**src/rtl/tdb_map.vh**
```
`ifndef TDB_MAP_VH
`define TDB_MAP_VH

// ==========================================================================
// Register byte addresses
`define TDB_A_CTRL      6'h00
`define TDB_A_BDT       6'h04
`define TDB_A_CCER      6'h08
`define TDB_A_IEN       6'h0C
`define TDB_A_FLAG      6'h10
`define TDB_A_CNT       6'h14
`define TDB_A_ARR       6'h18
`define TDB_A_PSC       6'h1C
`define TDB_A_CMP1      6'h20
`define TDB_A_CMP2      6'h24
`define TDB_A_CMP3      6'h28
`define TDB_A_CMP4      6'h2C

// ==========================================================================
// Control register fields
`define TDB_C_CEN       0
`define TDB_C_URS       1
`define TDB_C_OPM       2
`define TDB_C_SMS       6:4
`define TDB_C_TS        10:8
`define TDB_C_IN1P      12
`define TDB_C_IN2P      13
`define TDB_C_C2S       15:14
`define TDB_C_MASK      16'hF777

// ==========================================================================
// Brake and dead-time register fields
`define TDB_B_DT        9:0
`define TDB_B_BKE       12
`define TDB_B_BKP       13
`define TDB_B_BK        13:12
`define TDB_B_AOE       14
`define TDB_B_MOE       15
`define TDB_B_IDLE_OFFSTATE_SEL      16
`define TDB_B_RUN_OFFSTATE_SEL      17
`define TDB_B_OIS       21:18
`define TDB_B_COMPL_IDLE_LEVEL      26:24
`define TDB_B_MASK      27'h73FF3FF

// ==========================================================================
// Channel enable and polarity fields
`define TDB_E_MEN       3:0
`define TDB_E_MPOL      7:4
`define TDB_E_CEN       10:8
`define TDB_E_CPOL      14:12
`define TDB_E_MASK      16'h77FF

// ==========================================================================
// Request enable and flag fields
`define TDB_I_BIE       0
`define TDB_I_BDE       1
`define TDB_I_TIE       2
`define TDB_I_TDE       3
`define TDB_F_BIF       0
`define TDB_F_TIF       1
`define TDB_F_UIF       2

// ==========================================================================
// Mode encodings
`define TDB_SMS_ENC2    3'h1
`define TDB_SMS_ENC1    3'h2
`define TDB_SMS_ENC12   3'h3
`define TDB_SMS_RESET   3'h4
`define TDB_SMS_TRIG    3'h6
`define TDB_TS_IN1      3'h5
`define TDB_TS_IN2      3'h6
`define TDB_C2S_IN2     2'h1

// ==========================================================================
// Widths and reset values
`define TDB_DT_W        10
`define TDB_Z16         16'h0000
`define TDB_ONE16       16'h0001
`define TDB_ARR_RST     16'hFFFF
`define TDB_Z32         32'h00000000

`endif

```
**src/rtl/tdb_timer.v**
```verilog
`include "tdb_map.vh"

module tdb_timer (
	// Clock and reset
	input  wire        REF_CLK,
	input  wire        SRST,
	// Avalon-MM slave
	input  wire [5:0]  AVS_ADDRESS,
	input  wire        AVS_READ,
	input  wire        AVS_WRITE,
	input  wire [31:0] AVS_WRITEDATA,
	output reg  [31:0] AVS_READDATA,
	output reg         AVS_WAITREQUEST,
	// Encoder, trigger and brake inputs
	input  wire        ENC_IN1,
	input  wire        ENC_IN2,
	input  wire        BRAKE_IN,
	input  wire        CLK_FAIL,
	// Power switch pins
	output reg  [3:0]  CHAN_MAIN_OUT,
	output reg  [3:0]  CHAN_MAIN_OE,
	output reg  [2:0]  CHAN_COMPL_OUT,
	output reg  [2:0]  CHAN_COMPL_OE,
	// Event requests
	output reg         BRAKE_IRQ,
	output reg         BRAKE_DMA,
	output reg         TRIG_IRQ,
	output reg         TRIG_DMA
);
	// ======================================================================
	// Storage
	reg  [15:0] ctrl_q;
	reg  [26:0] bdt_q;
	reg  [1:0]  bk_q;
	reg  [15:0] ccer_q;
	reg  [3:0]  ien_q;
	reg  [2:0]  flag_q;
	reg  [2:0]  flag_d;
	reg  [15:0] cnt_q;
	reg  [15:0] cnt_d;
	reg  [15:0] arr_q;
	reg  [15:0] arr_act_q;
	reg  [15:0] psc_q;
	reg  [15:0] psc_act_q;
	reg  [15:0] psc_cnt_q;
	reg  [15:0] psc_cnt_d;
	reg  [15:0] cmp_q [0:3];
	reg  [3:0]  chan_ref_wave_q;
	reg  [31:0] rd_mux;
	reg         upd;
	reg         in1_s1;
	reg         in1_s2;
	reg         in2_s1;
	reg         in2_s2;
	reg         f1_q;
	reg         f2_q;
	reg  [3:0]  m_lvl;
	reg  [3:0]  m_oe;
	reg  [2:0]  c_lvl;
	reg  [2:0]  c_oe;
	reg  [1:0]  pin;
	integer     k;

	// ======================================================================
	// Decode of inputs and modes
	wire        wr_go = AVS_WRITE & ~AVS_WAITREQUEST;
	wire [2:0]  slave_mode_sel = ctrl_q[`TDB_C_SMS];
	wire [2:0]  ts = ctrl_q[`TDB_C_TS];
	wire        cen = ctrl_q[`TDB_C_CEN];
	wire        filt_in1 = in1_s2 ^ ctrl_q[`TDB_C_IN1P];
	wire        filt_in2 = in2_s2 ^ ctrl_q[`TDB_C_IN2P];
	wire        r1 = filt_in1 & ~f1_q;
	wire        r2 = filt_in2 & ~f2_q;
	wire        e1 = filt_in1 ^ f1_q;
	wire        e2 = filt_in2 ^ f2_q;
	wire        enc_mode = (slave_mode_sel == `TDB_SMS_ENC2) |
		(slave_mode_sel == `TDB_SMS_ENC1) | (slave_mode_sel == `TDB_SMS_ENC12);
	wire        cnt1 = e1 & ((slave_mode_sel == `TDB_SMS_ENC1) |
		((slave_mode_sel == `TDB_SMS_ENC12) & ~e2));
	wire        cnt2 = e2 & ((slave_mode_sel == `TDB_SMS_ENC2) |
		((slave_mode_sel == `TDB_SMS_ENC12) & ~e1));
	wire        dn1 = r1 ? filt_in2 : ~filt_in2;
	wire        dn2 = r2 ? ~filt_in1 : filt_in1;
	wire        enc_dn = cnt1 ? dn1 : dn2;
	wire        enc_step = cen & (cnt1 | cnt2);
	wire        slv_trg = (slave_mode_sel == `TDB_SMS_RESET) |
		(slave_mode_sel == `TDB_SMS_TRIG);
	wire        trg_ev = slv_trg & (((ts == `TDB_TS_IN1) & r1) |
		((ts == `TDB_TS_IN2) & r2 &
		(ctrl_q[`TDB_C_C2S] == `TDB_C2S_IN2)));
	wire        rst_ev = trg_ev & (slave_mode_sel == `TDB_SMS_RESET);
	wire        tick = cen & ~enc_mode & (psc_cnt_q == psc_act_q);
	wire        brk = bk_q[0] & ((BRAKE_IN == bk_q[1]) | CLK_FAIL);
	wire        moe_eff = bdt_q[`TDB_B_MOE] & ~brk;
	wire [3:0]  men = ccer_q[`TDB_E_MEN];
	wire [3:0]  mpol = ccer_q[`TDB_E_MPOL];
	wire [2:0]  cenb = ccer_q[`TDB_E_CEN];
	wire [2:0]  cpol = ccer_q[`TDB_E_CPOL];
	wire [3:0]  main_idle_level = bdt_q[`TDB_B_OIS];
	wire [2:0]  compl_idle_level = bdt_q[`TDB_B_COMPL_IDLE_LEVEL];
	wire [3:0]  wave_main;
	wire [2:0]  wave_compl;

	// ======================================================================
	// Pin level and enable for one output, returned as {enable, level}.
	// The inactive level of an output equals its polarity bit.
	function [1:0] pin_lvl;
		input en;
		input wave;
		input pol;
		input idle;
		input master_out_en;
		input run_offstate_sel;
		input idle_offstate_sel;
		input brake;
		begin
			if (master_out_en)
			begin
				if (en)
					pin_lvl = {1'b1, wave ^ pol};
				else
					pin_lvl = {run_offstate_sel, pol};
			end
			else if (brake && (idle != pol))
				pin_lvl = {idle_offstate_sel, pol};
			else
				pin_lvl = {idle_offstate_sel, idle};
		end
	endfunction

	// ======================================================================
	// Dead-time generators
	genvar g;
	generate
		for (g = 0; g < 3; g = g + 1)
		begin : dtg
			tdb_deadtime u_dt (
				.clk     (REF_CLK),
				.srst    (SRST),
				.ref_in  (chan_ref_wave_q[g]),
				.dt_on   (men[g] & cenb[g]),
				.dt_len  (bdt_q[`TDB_B_DT]),
				.main_o  (wave_main[g]),
				.compl_o (wave_compl[g])
			);
		end
	endgenerate

	assign wave_main[3] = chan_ref_wave_q[3];

	// ======================================================================
	// Output selection
	always @*
	begin
		pin = 2'h0;
		for (k = 0; k < 4; k = k + 1)
		begin
			pin = pin_lvl(men[k], wave_main[k], mpol[k], main_idle_level[k],
				moe_eff, bdt_q[`TDB_B_RUN_OFFSTATE_SEL], bdt_q[`TDB_B_IDLE_OFFSTATE_SEL], brk);
			m_oe[k] = pin[1];
			m_lvl[k] = pin[0];
		end
		for (k = 0; k < 3; k = k + 1)
		begin
			pin = pin_lvl(cenb[k], wave_compl[k], cpol[k], compl_idle_level[k],
				moe_eff, bdt_q[`TDB_B_RUN_OFFSTATE_SEL], bdt_q[`TDB_B_IDLE_OFFSTATE_SEL], brk);
			c_oe[k] = pin[1];
			c_lvl[k] = pin[0];
		end
	end

	// ======================================================================
	// Counter next state
	always @*
	begin
		cnt_d = cnt_q;
		psc_cnt_d = psc_cnt_q;
		upd = 1'b0;
		if (cen && !enc_mode)
		begin
			if (psc_cnt_q == psc_act_q)
				psc_cnt_d = `TDB_Z16;
			else
				psc_cnt_d = psc_cnt_q + `TDB_ONE16;
		end
		if (rst_ev)
		begin
			cnt_d = `TDB_Z16;
			psc_cnt_d = `TDB_Z16;
			upd = ~ctrl_q[`TDB_C_URS];
		end
		else if (enc_step && enc_dn)
		begin
			if (cnt_q == `TDB_Z16)
			begin
				cnt_d = arr_act_q;
				upd = 1'b1;
			end
			else
				cnt_d = cnt_q - `TDB_ONE16;
		end
		else if (enc_step || tick)
		begin
			// wrap to zero is the update
			if (cnt_q == arr_act_q)
			begin
				cnt_d = `TDB_Z16;
				upd = 1'b1;
			end
			else
				cnt_d = cnt_q + `TDB_ONE16;
		end
	end

	// ======================================================================
	// Flags: a hardware set wins over a clear in the same cycle.
	always @*
	begin
		flag_d = flag_q;
		if (wr_go && (AVS_ADDRESS == `TDB_A_FLAG))
			flag_d = flag_q & ~AVS_WRITEDATA[2:0];
		if (brk)
			flag_d[`TDB_F_BIF] = 1'b1;
		if (trg_ev)
			flag_d[`TDB_F_TIF] = 1'b1;
		if (upd)
			flag_d[`TDB_F_UIF] = 1'b1;
	end

	// ======================================================================
	// Read data selection
	always @*
	begin
		rd_mux = `TDB_Z32;
		if (AVS_ADDRESS == `TDB_A_CTRL)
			rd_mux[15:0] = ctrl_q;
		else if (AVS_ADDRESS == `TDB_A_BDT)
			rd_mux[26:0] = {bdt_q[26:14], bk_q, bdt_q[11:0]};
		else if (AVS_ADDRESS == `TDB_A_CCER)
			rd_mux[15:0] = ccer_q;
		else if (AVS_ADDRESS == `TDB_A_IEN)
			rd_mux[3:0] = ien_q;
		else if (AVS_ADDRESS == `TDB_A_FLAG)
			rd_mux[2:0] = flag_q;
		else if (AVS_ADDRESS == `TDB_A_CNT)
			rd_mux[15:0] = cnt_q;
		else if (AVS_ADDRESS == `TDB_A_ARR)
			rd_mux[15:0] = arr_q;
		else if (AVS_ADDRESS == `TDB_A_PSC)
			rd_mux[15:0] = psc_q;
		else if (AVS_ADDRESS == `TDB_A_CMP1)
			rd_mux[15:0] = cmp_q[0];
		else if (AVS_ADDRESS == `TDB_A_CMP2)
			rd_mux[15:0] = cmp_q[1];
		else if (AVS_ADDRESS == `TDB_A_CMP3)
			rd_mux[15:0] = cmp_q[2];
		else if (AVS_ADDRESS == `TDB_A_CMP4)
			rd_mux[15:0] = cmp_q[3];
	end

	// ======================================================================
	// Bus handshake: every access waits exactly one cycle.
	always @(posedge REF_CLK)
	begin
		if (SRST)
		begin
			AVS_WAITREQUEST <= 1'b1;
			AVS_READDATA <= `TDB_Z32;
		end
		else if ((AVS_READ || AVS_WRITE) && AVS_WAITREQUEST)
		begin
			AVS_WAITREQUEST <= 1'b0;
			AVS_READDATA <= rd_mux;
		end
		else
			AVS_WAITREQUEST <= 1'b1;
	end

	// ======================================================================
	// Registers, counter and resynchronisers
	always @(posedge REF_CLK)
	begin
		if (SRST)
		begin
			ctrl_q <= `TDB_Z16;
			bdt_q <= 27'h0000000;
			bk_q <= 2'h0;
			ccer_q <= `TDB_Z16;
			ien_q <= 4'h0;
			flag_q <= 3'h0;
			cnt_q <= `TDB_Z16;
			arr_q <= `TDB_ARR_RST;
			arr_act_q <= `TDB_ARR_RST;
			psc_q <= `TDB_Z16;
			psc_act_q <= `TDB_Z16;
			psc_cnt_q <= `TDB_Z16;
			for (k = 0; k < 4; k = k + 1)
				cmp_q[k] <= `TDB_Z16;
			chan_ref_wave_q <= 4'h0;
			in1_s1 <= 1'b0;
			in1_s2 <= 1'b0;
			in2_s1 <= 1'b0;
			in2_s2 <= 1'b0;
			f1_q <= 1'b0;
			f2_q <= 1'b0;
		end
		else
		begin
			in1_s1 <= ENC_IN1;
			in1_s2 <= in1_s1;
			in2_s1 <= ENC_IN2;
			in2_s2 <= in2_s1;
			f1_q <= filt_in1;
			f2_q <= filt_in2;
			flag_q <= flag_d;
			cnt_q <= cnt_d;
			psc_cnt_q <= psc_cnt_d;
			if (upd)
			begin
				arr_act_q <= arr_q;
				psc_act_q <= psc_q;
			end
			bk_q <= bdt_q[`TDB_B_BK];
			// delay from compare, width to reload
			for (k = 0; k < 4; k = k + 1)
				chan_ref_wave_q[k] <= (cnt_q >= cmp_q[k]);
			if (wr_go)
			begin
				if (AVS_ADDRESS == `TDB_A_CTRL)
					ctrl_q <= AVS_WRITEDATA[15:0] & `TDB_C_MASK;
				else if (AVS_ADDRESS == `TDB_A_BDT)
					bdt_q <= AVS_WRITEDATA[26:0] & `TDB_B_MASK;
				else if (AVS_ADDRESS == `TDB_A_CCER)
					ccer_q <= AVS_WRITEDATA[15:0] & `TDB_E_MASK;
				else if (AVS_ADDRESS == `TDB_A_IEN)
					ien_q <= AVS_WRITEDATA[3:0];
				else if (AVS_ADDRESS == `TDB_A_CNT)
					cnt_q <= AVS_WRITEDATA[15:0];
				else if (AVS_ADDRESS == `TDB_A_ARR)
					arr_q <= AVS_WRITEDATA[15:0];
				else if (AVS_ADDRESS == `TDB_A_PSC)
					psc_q <= AVS_WRITEDATA[15:0];
				else if (AVS_ADDRESS == `TDB_A_CMP1)
					cmp_q[0] <= AVS_WRITEDATA[15:0];
				else if (AVS_ADDRESS == `TDB_A_CMP2)
					cmp_q[1] <= AVS_WRITEDATA[15:0];
				else if (AVS_ADDRESS == `TDB_A_CMP3)
					cmp_q[2] <= AVS_WRITEDATA[15:0];
				else if (AVS_ADDRESS == `TDB_A_CMP4)
					cmp_q[3] <= AVS_WRITEDATA[15:0];
			end
			// Hardware changes to the run and master bits come last so
			// that they win over a software write in the same cycle.
			// trigger starts counter
			if (trg_ev && (slave_mode_sel == `TDB_SMS_TRIG))
				ctrl_q[`TDB_C_CEN] <= 1'b1;
			else if (upd && ctrl_q[`TDB_C_OPM])
				ctrl_q[`TDB_C_CEN] <= 1'b0;
			if (brk)
				bdt_q[`TDB_B_MOE] <= 1'b0;
			else if (upd && bdt_q[`TDB_B_AOE])
				bdt_q[`TDB_B_MOE] <= 1'b1;
		end
	end

	// ======================================================================
	// Registered pins and requests
	always @(posedge REF_CLK)
	begin
		if (SRST)
		begin
			CHAN_MAIN_OUT <= 4'h0;
			CHAN_MAIN_OE <= 4'h0;
			CHAN_COMPL_OUT <= 3'h0;
			CHAN_COMPL_OE <= 3'h0;
			BRAKE_IRQ <= 1'b0;
			BRAKE_DMA <= 1'b0;
			TRIG_IRQ <= 1'b0;
			TRIG_DMA <= 1'b0;
		end
		else
		begin
			CHAN_MAIN_OUT <= m_lvl;
			CHAN_MAIN_OE <= m_oe;
			CHAN_COMPL_OUT <= c_lvl;
			CHAN_COMPL_OE <= c_oe;
			BRAKE_IRQ <= flag_q[`TDB_F_BIF] & ien_q[`TDB_I_BIE];
			BRAKE_DMA <= flag_q[`TDB_F_BIF] & ien_q[`TDB_I_BDE];
			TRIG_IRQ <= flag_q[`TDB_F_TIF] & ien_q[`TDB_I_TIE];
			TRIG_DMA <= flag_q[`TDB_F_TIF] & ien_q[`TDB_I_TDE];
		end
	end
endmodule

```
**src/rtl/tdb_deadtime.v**
```verilog
`include "tdb_map.vh"

// ==========================================================================
// Dead-time generator for one complementary channel
module tdb_deadtime (
	// Clock and reset
	input  wire                 clk,
	input  wire                 srst,
	// Reference and setup
	input  wire                 ref_in,
	input  wire                 dt_on,
	input  wire [`TDB_DT_W-1:0] dt_len,
	// Delayed waves
	output reg                  main_o,
	output reg                  compl_o
);
	reg                 ref_q;
	reg [`TDB_DT_W-1:0] cnt_q;
	wire                settled;

	// A reference edge restarts the count, so a pulse shorter than the
	// dead time never reaches either output.
	assign settled = (ref_in == ref_q) && (cnt_q == {`TDB_DT_W{1'b0}});

	always @(posedge clk)
	begin
		if (srst)
		begin
			ref_q   <= 1'b0;
			cnt_q   <= {`TDB_DT_W{1'b0}};
			main_o  <= 1'b0;
			compl_o <= 1'b0;
		end
		else
		begin
			ref_q <= ref_in;
			if (ref_in != ref_q)
				cnt_q <= dt_len;
			else if (cnt_q != {`TDB_DT_W{1'b0}})
				cnt_q <= cnt_q - 1'b1;
			main_o  <= ref_in & (~dt_on | settled);
			compl_o <= ~ref_in & (~dt_on | settled);
		end
	end
endmodule

```
**config.mk**
```make
export PLATFORM = sky130hd
export DESIGN_NAME = tdb_timer
export DESIGN_NICKNAME = d
export VERILOG_FILES = /design/src/rtl/tdb_timer.v /design/src/rtl/tdb_deadtime.v
export VERILOG_INCLUDE_DIRS = /design/src /design/src/rtl
export SDC_FILE = /design/constraint.sdc
export NUM_CORES = 1
export LEC_CHECK = 0
export ABC_AREA = 1
export ABC_CLOCK_PERIOD_IN_PS = 2380
export BUFFER_PORTS_ARGS = -buffer_cell sky130_fd_sc_hd__buf_2
export CAP_MARGIN = 25
export CORE_ASPECT_RATIO = 0.7
export CORE_MARGIN = 1
export CORE_UTILIZATION = 30
export DETAILED_ROUTE_END_ITERATION = 7
export GPL_ROUTABILITY_DRIVEN = 0
export SLEW_MARGIN = 20
export SYNTH_ARGS = -nofsm -noshare
export SYNTH_HDL_FRONTEND = slang
export SYNTH_SLANG_ARGS = --single-unit
```
**constraint.sdc**
```tcl
create_clock -name REF_CLK -period 2.38 [get_ports REF_CLK]
set_input_delay 0 -clock REF_CLK [delete_from_list [all_inputs] [get_ports REF_CLK]]
set_output_delay 0 -clock REF_CLK [all_outputs]
set_load 0.02 [all_outputs]
```
==> run_results.csv <==
group,metric,value,unit
outcome,outcome,"complete, but fails checks",
outcome,violations,"negative setup slack",
setup_path,cp_cell_sequence,"xnor2_2, inv_2, ha_4, inv_4, nand2_2, o21ai_2, nand4_4, nor2_4, inv_2, nand2_2, nand2_2, nand2_4, clkinv_8, buf_12, buf_6, a21oi_2",
global_routing,antenna_found_initial,1,
global_routing,grt_pass1_vias,15000,
placement,dp_hpwl,45.3,mm
floorplanning,row_count,71,
yosys,syn-mean-instance-area,7.45,µm²
hold_path,worstHoldStart,"AVS_WRITE",
placement,port_buffers,82,
timing,period_share,102,%
hold_path,holdPathEnd,"AVS_WAITREQUEST$_SDFF_PP1_",
placement,post-place-ws,-58.8,ps
setup_path,reg2reg_to,"psc_act_q[4]$_SDFFE_PP0P_",
timing,period_minus_slack,2430,ps
setup_path,crit_top_cell,"nand2_2",
cts,cts.htree.levels,2,
global_routing,grt_pass1_wl,89.6,mm
layout,nFillCells,5579,
yosys,syn_area,0.0164,mm²
layout,syn_to_final_growth,22.8,%
layout,n_antenna_cell,0,
setup_path,worst-path-buf-inv,6,
floorplanning,die_area,0.0557,mm²
global_routing,grt_max_degree,62,
setup_path,cp_data_arrival_time,2890,ps
global_routing,grt_use_total,21.1,%
cts,numCtsBuffers,34,
timing,max_slew_margin,41.2,%
timing,clock_skew,34.2,ps
detailed_routing,wire_per_inst,19.2,µm
floorplanning,ios,97,
setup_path,critPathKind,"flop to flop",
setup_path,worstPathMaxFanout,8,
power,peakVddDrop,0.000392,V
setup_path,startpoint,"ctrl_q[13]$_SDFFE_PP0P_",
cts,cts_buffer_depth,3,
timing,rsz0062_at_grt,"true",
setup_path,reg2reg_depth,16,
floorplanning,core,0.0539,mm²
timing,worst_pin_slew,882,ps
yosys,synth-edff-count,64,
cts,path_clk_slew,60,ps
detailed_routing,antenna_left,0,
cts,cts.sinks,312,
yosys,ys_warn_count,0,
yosys,synth_ff_type,"dfxtp_1",
detailed_routing,viasPerCell,5.21,
setup_path,critPathMaxStageDelay,330,ps
flow_run,drv_cap,0,
setup_path,crit_family,"simple AND/OR/NAND/NOR gates",
floorplanning,initial_utilization,30.5,%
detailed_routing,drt-initial-drc-count,2321,
cts,insertion_delay,550,ps
hold_path,hp-class,"input port to flop",
detailed_routing,drcViolationCount,0,
yosys,synthCells,2205,
layout,layout-drive-gt1-share,16.1,%
power,p_per_area,643,mW/mm²
layout,multiInputGateArea,0.00837,mm²
timing,hold_viol,0,
setup_path,rrSetupSlack,-50,ps
floorplanning,fp.dieH,198,µm
detailed_routing,wirelength,60.2,mm
yosys,synth_async_sr_flop_share,0,%
setup_path,startpoint_type,"flop",
timing,setup_violations,7,
setup_path,required,2830,ps
timing,clock.fmax,0.411,GHz
layout,seq_area,0.00689,mm²
yosys,synth_seq_area_share,41.9,%
setup_path,critPathSlowestCell,"dfxtp_2",
global_routing,overflow,0,
floorplanning,dieWidth,282,µm
setup_path,crit_path_end_kind,"flop",
cts,root_buffer,"clkbuf_16",
power,leakage,8.89,nW
detailed_routing,vias,16400,
cts,cts_tree,"done",
yosys,ys_ff_latch,312,
timing,slew_violations,0,
yosys,synth_cell_type_count,53,
layout,nNetsFinal,2508,
timing,layout_setup_ws,-53.6,ps
setup_path,reg2reg_from,"ctrl_q[13]$_SDFFE_PP0P_",
layout,utilization,37.4,%
detailed_routing,first_pass_iters,6,
hold_path,hold_depth,4,
worst min-delay path, delay by kind of cell:
kind / cells / cell delay, ps
simple gates: 1 / 100
buf+inv: 2 / 270
compound gates: 1 / 140
report_power, final:
part / switching [mW] / leakage, nW / total (mW) / internal [mW]
Clock: 2.23 / 0.552 / 5.35 / 3.12
Sequential: 0.159 / 2.67 / 5.79 / 5.63
Combinational: 1.17 / 5.67 / 1.83 / 0.661
Total: 3.56 / 8.89 / 13.0 / 9.41
cell families (layout without fill, tap and decap cells):
family / after synthesis / after routing / share of synthesized area (%)
DFF: 312 / 312 / 41.9
AOI/OAI and AO/OA: 520 / 520 / 17.9
buffers and inverters: 376 / 575 / 9.44
adders and majority gates: 73 / 73 / 5.56
xor gates and xnor gates: 50 / 50 / 2.66
and+or+nand+nor: 873 / 873 / 22.5
other: 1 / 7 / 0.0228
state kept, by name, indices dropped and copies added (netlist names), 13 cells and up:
register / cells
AVS_READDATA: 25
arr_act_q: 16
arr_q: 16
bdt_q: 23
ccer_q: 14
cmp_q: 64
cnt_q: 16
ctrl_q: 13
dtg.u_dt.cnt_q: 30
psc_act_q: 16
psc_cnt_q: 16
psc_q: 16
placed cells by master, fill, tap and decap left out, types with 12 or more instances in the layout:
cell type and n:
a21oi_1 223, a221oi_1 14, buf_2 81, buf_4 107
clkbuf_16 39, dfxtp_1 245, dlygate4sd3_1 31, edfxtp_1 64
ha_1 71, inv_1 252, inv_2 15, nand2_1 411
nand2_2 17, nand2_4 15, nand3_1 81, nand4_1 22
nor2_1 240, nor3_1 35, o211ai_1 36, o21ai_0 151
o21ai_1 13, o21ai_2 12, o22ai_1 17, xnor2_1 14
xor2_1 34
routing by layer:
metal	routed length, µm	track usage (%)	up-vias
li1	-	-	7683
met1	27300	31.0	7644
met2	23400	28.7	878
met3	7400	6.57	144
met4	1910	6.40	6
met5	193	2.48	-
how the worst max path moves through the flow:
stage                                      endpoint  cells after the start
after floorplan           cmp_q[1][0]$_SDFFCE_PN0P_                      4
after global placement          cnt_q[0]$_SDFF_PP0_                     15
after detailed placement        cnt_q[0]$_SDFF_PP0_                     13
after CTS                       cnt_q[0]$_SDFF_PP0_                     13
after global routing      psc_act_q[4]$_SDFFE_PP0P_                     16
final                     psc_act_q[4]$_SDFFE_PP0P_                     16
synth_stat cells (6+ instances only):
cell | count | share of area, %
a211oi_1 | 10 | 0.46
a21oi_1 | 229 | 7.0
a221oi_1 | 14 | 0.75
a311oi_1 | 6 | 0.32
buf_2 | 19 | 0.58
buf_4 | 14 | 0.64
buf_6 | 8 | 0.55
clkbuf_1 | 53 | 1.2
clkinv_1 | 10 | 0.23
dfxtp_1 | 248 | 30
edfxtp_1 | 64 | 12
ha_1 | 73 | 5.6
inv_1 | 256 | 5.8
inv_2 | 13 | 0.30
nand2_1 | 436 | 10
nand3_1 | 89 | 2.7
nand4_1 | 22 | 0.84
nor2_1 | 244 | 5.6
nor2_2 | 6 | 0.23
nor3_1 | 36 | 1.1
nor4_1 | 7 | 0.27
o211ai_1 | 36 | 1.6
o211ai_2 | 10 | 0.76
o21ai_0 | 163 | 5.0
o21ai_1 | 15 | 0.46
o22ai_1 | 17 | 0.65
or2_2 | 8 | 0.30
xnor2_1 | 16 | 0.85
xor2_1 | 34 | 1.8
area by class of cell:
| cell class | instances | area share, % |
|---|---|---|
| clock inverters | 7 | 0.409 |
| multi-input cells | 1523 | 41.5 |
| clock buffers | 50 | 5.12 |
| repair buffers | 237 | 9.03 |
| flip-flops and latches | 312 | 34.1 |
| well taps | 730 | 4.52 |
| inverters | 281 | 5.32 |
metrics by stage:
step / area, µm² / TNS, ps / total power, mW / instances / hold slack, ps
floorplan: 16500 / 0 / 7.11 / 2211 / 107
global placement: 18200 / -118 / 7.56 / 3040 / 212
detailed placement: 18200 / -225 / 7.63 / 3040 / 220
CTS: 19700 / -14.1 / 13.0 / 3132 / 14.0
global route: 20200 / -1890 / 13.5 / 3140 / 45.4
finish: 20200 / -133 / 13.0 / 3140 / 21.7
repair_timing:
item                                   4_1_cts  5_1_grt
setup buffers                                4        4
cloned                                       0        4
endpoints found under the hold margin       50        0
gates resized for setup                      8      101
pin swaps                                    4       10
setup endpoints to repair                   12       60
hold buffers                                31        0
Power figures use the tool's default switching activity.
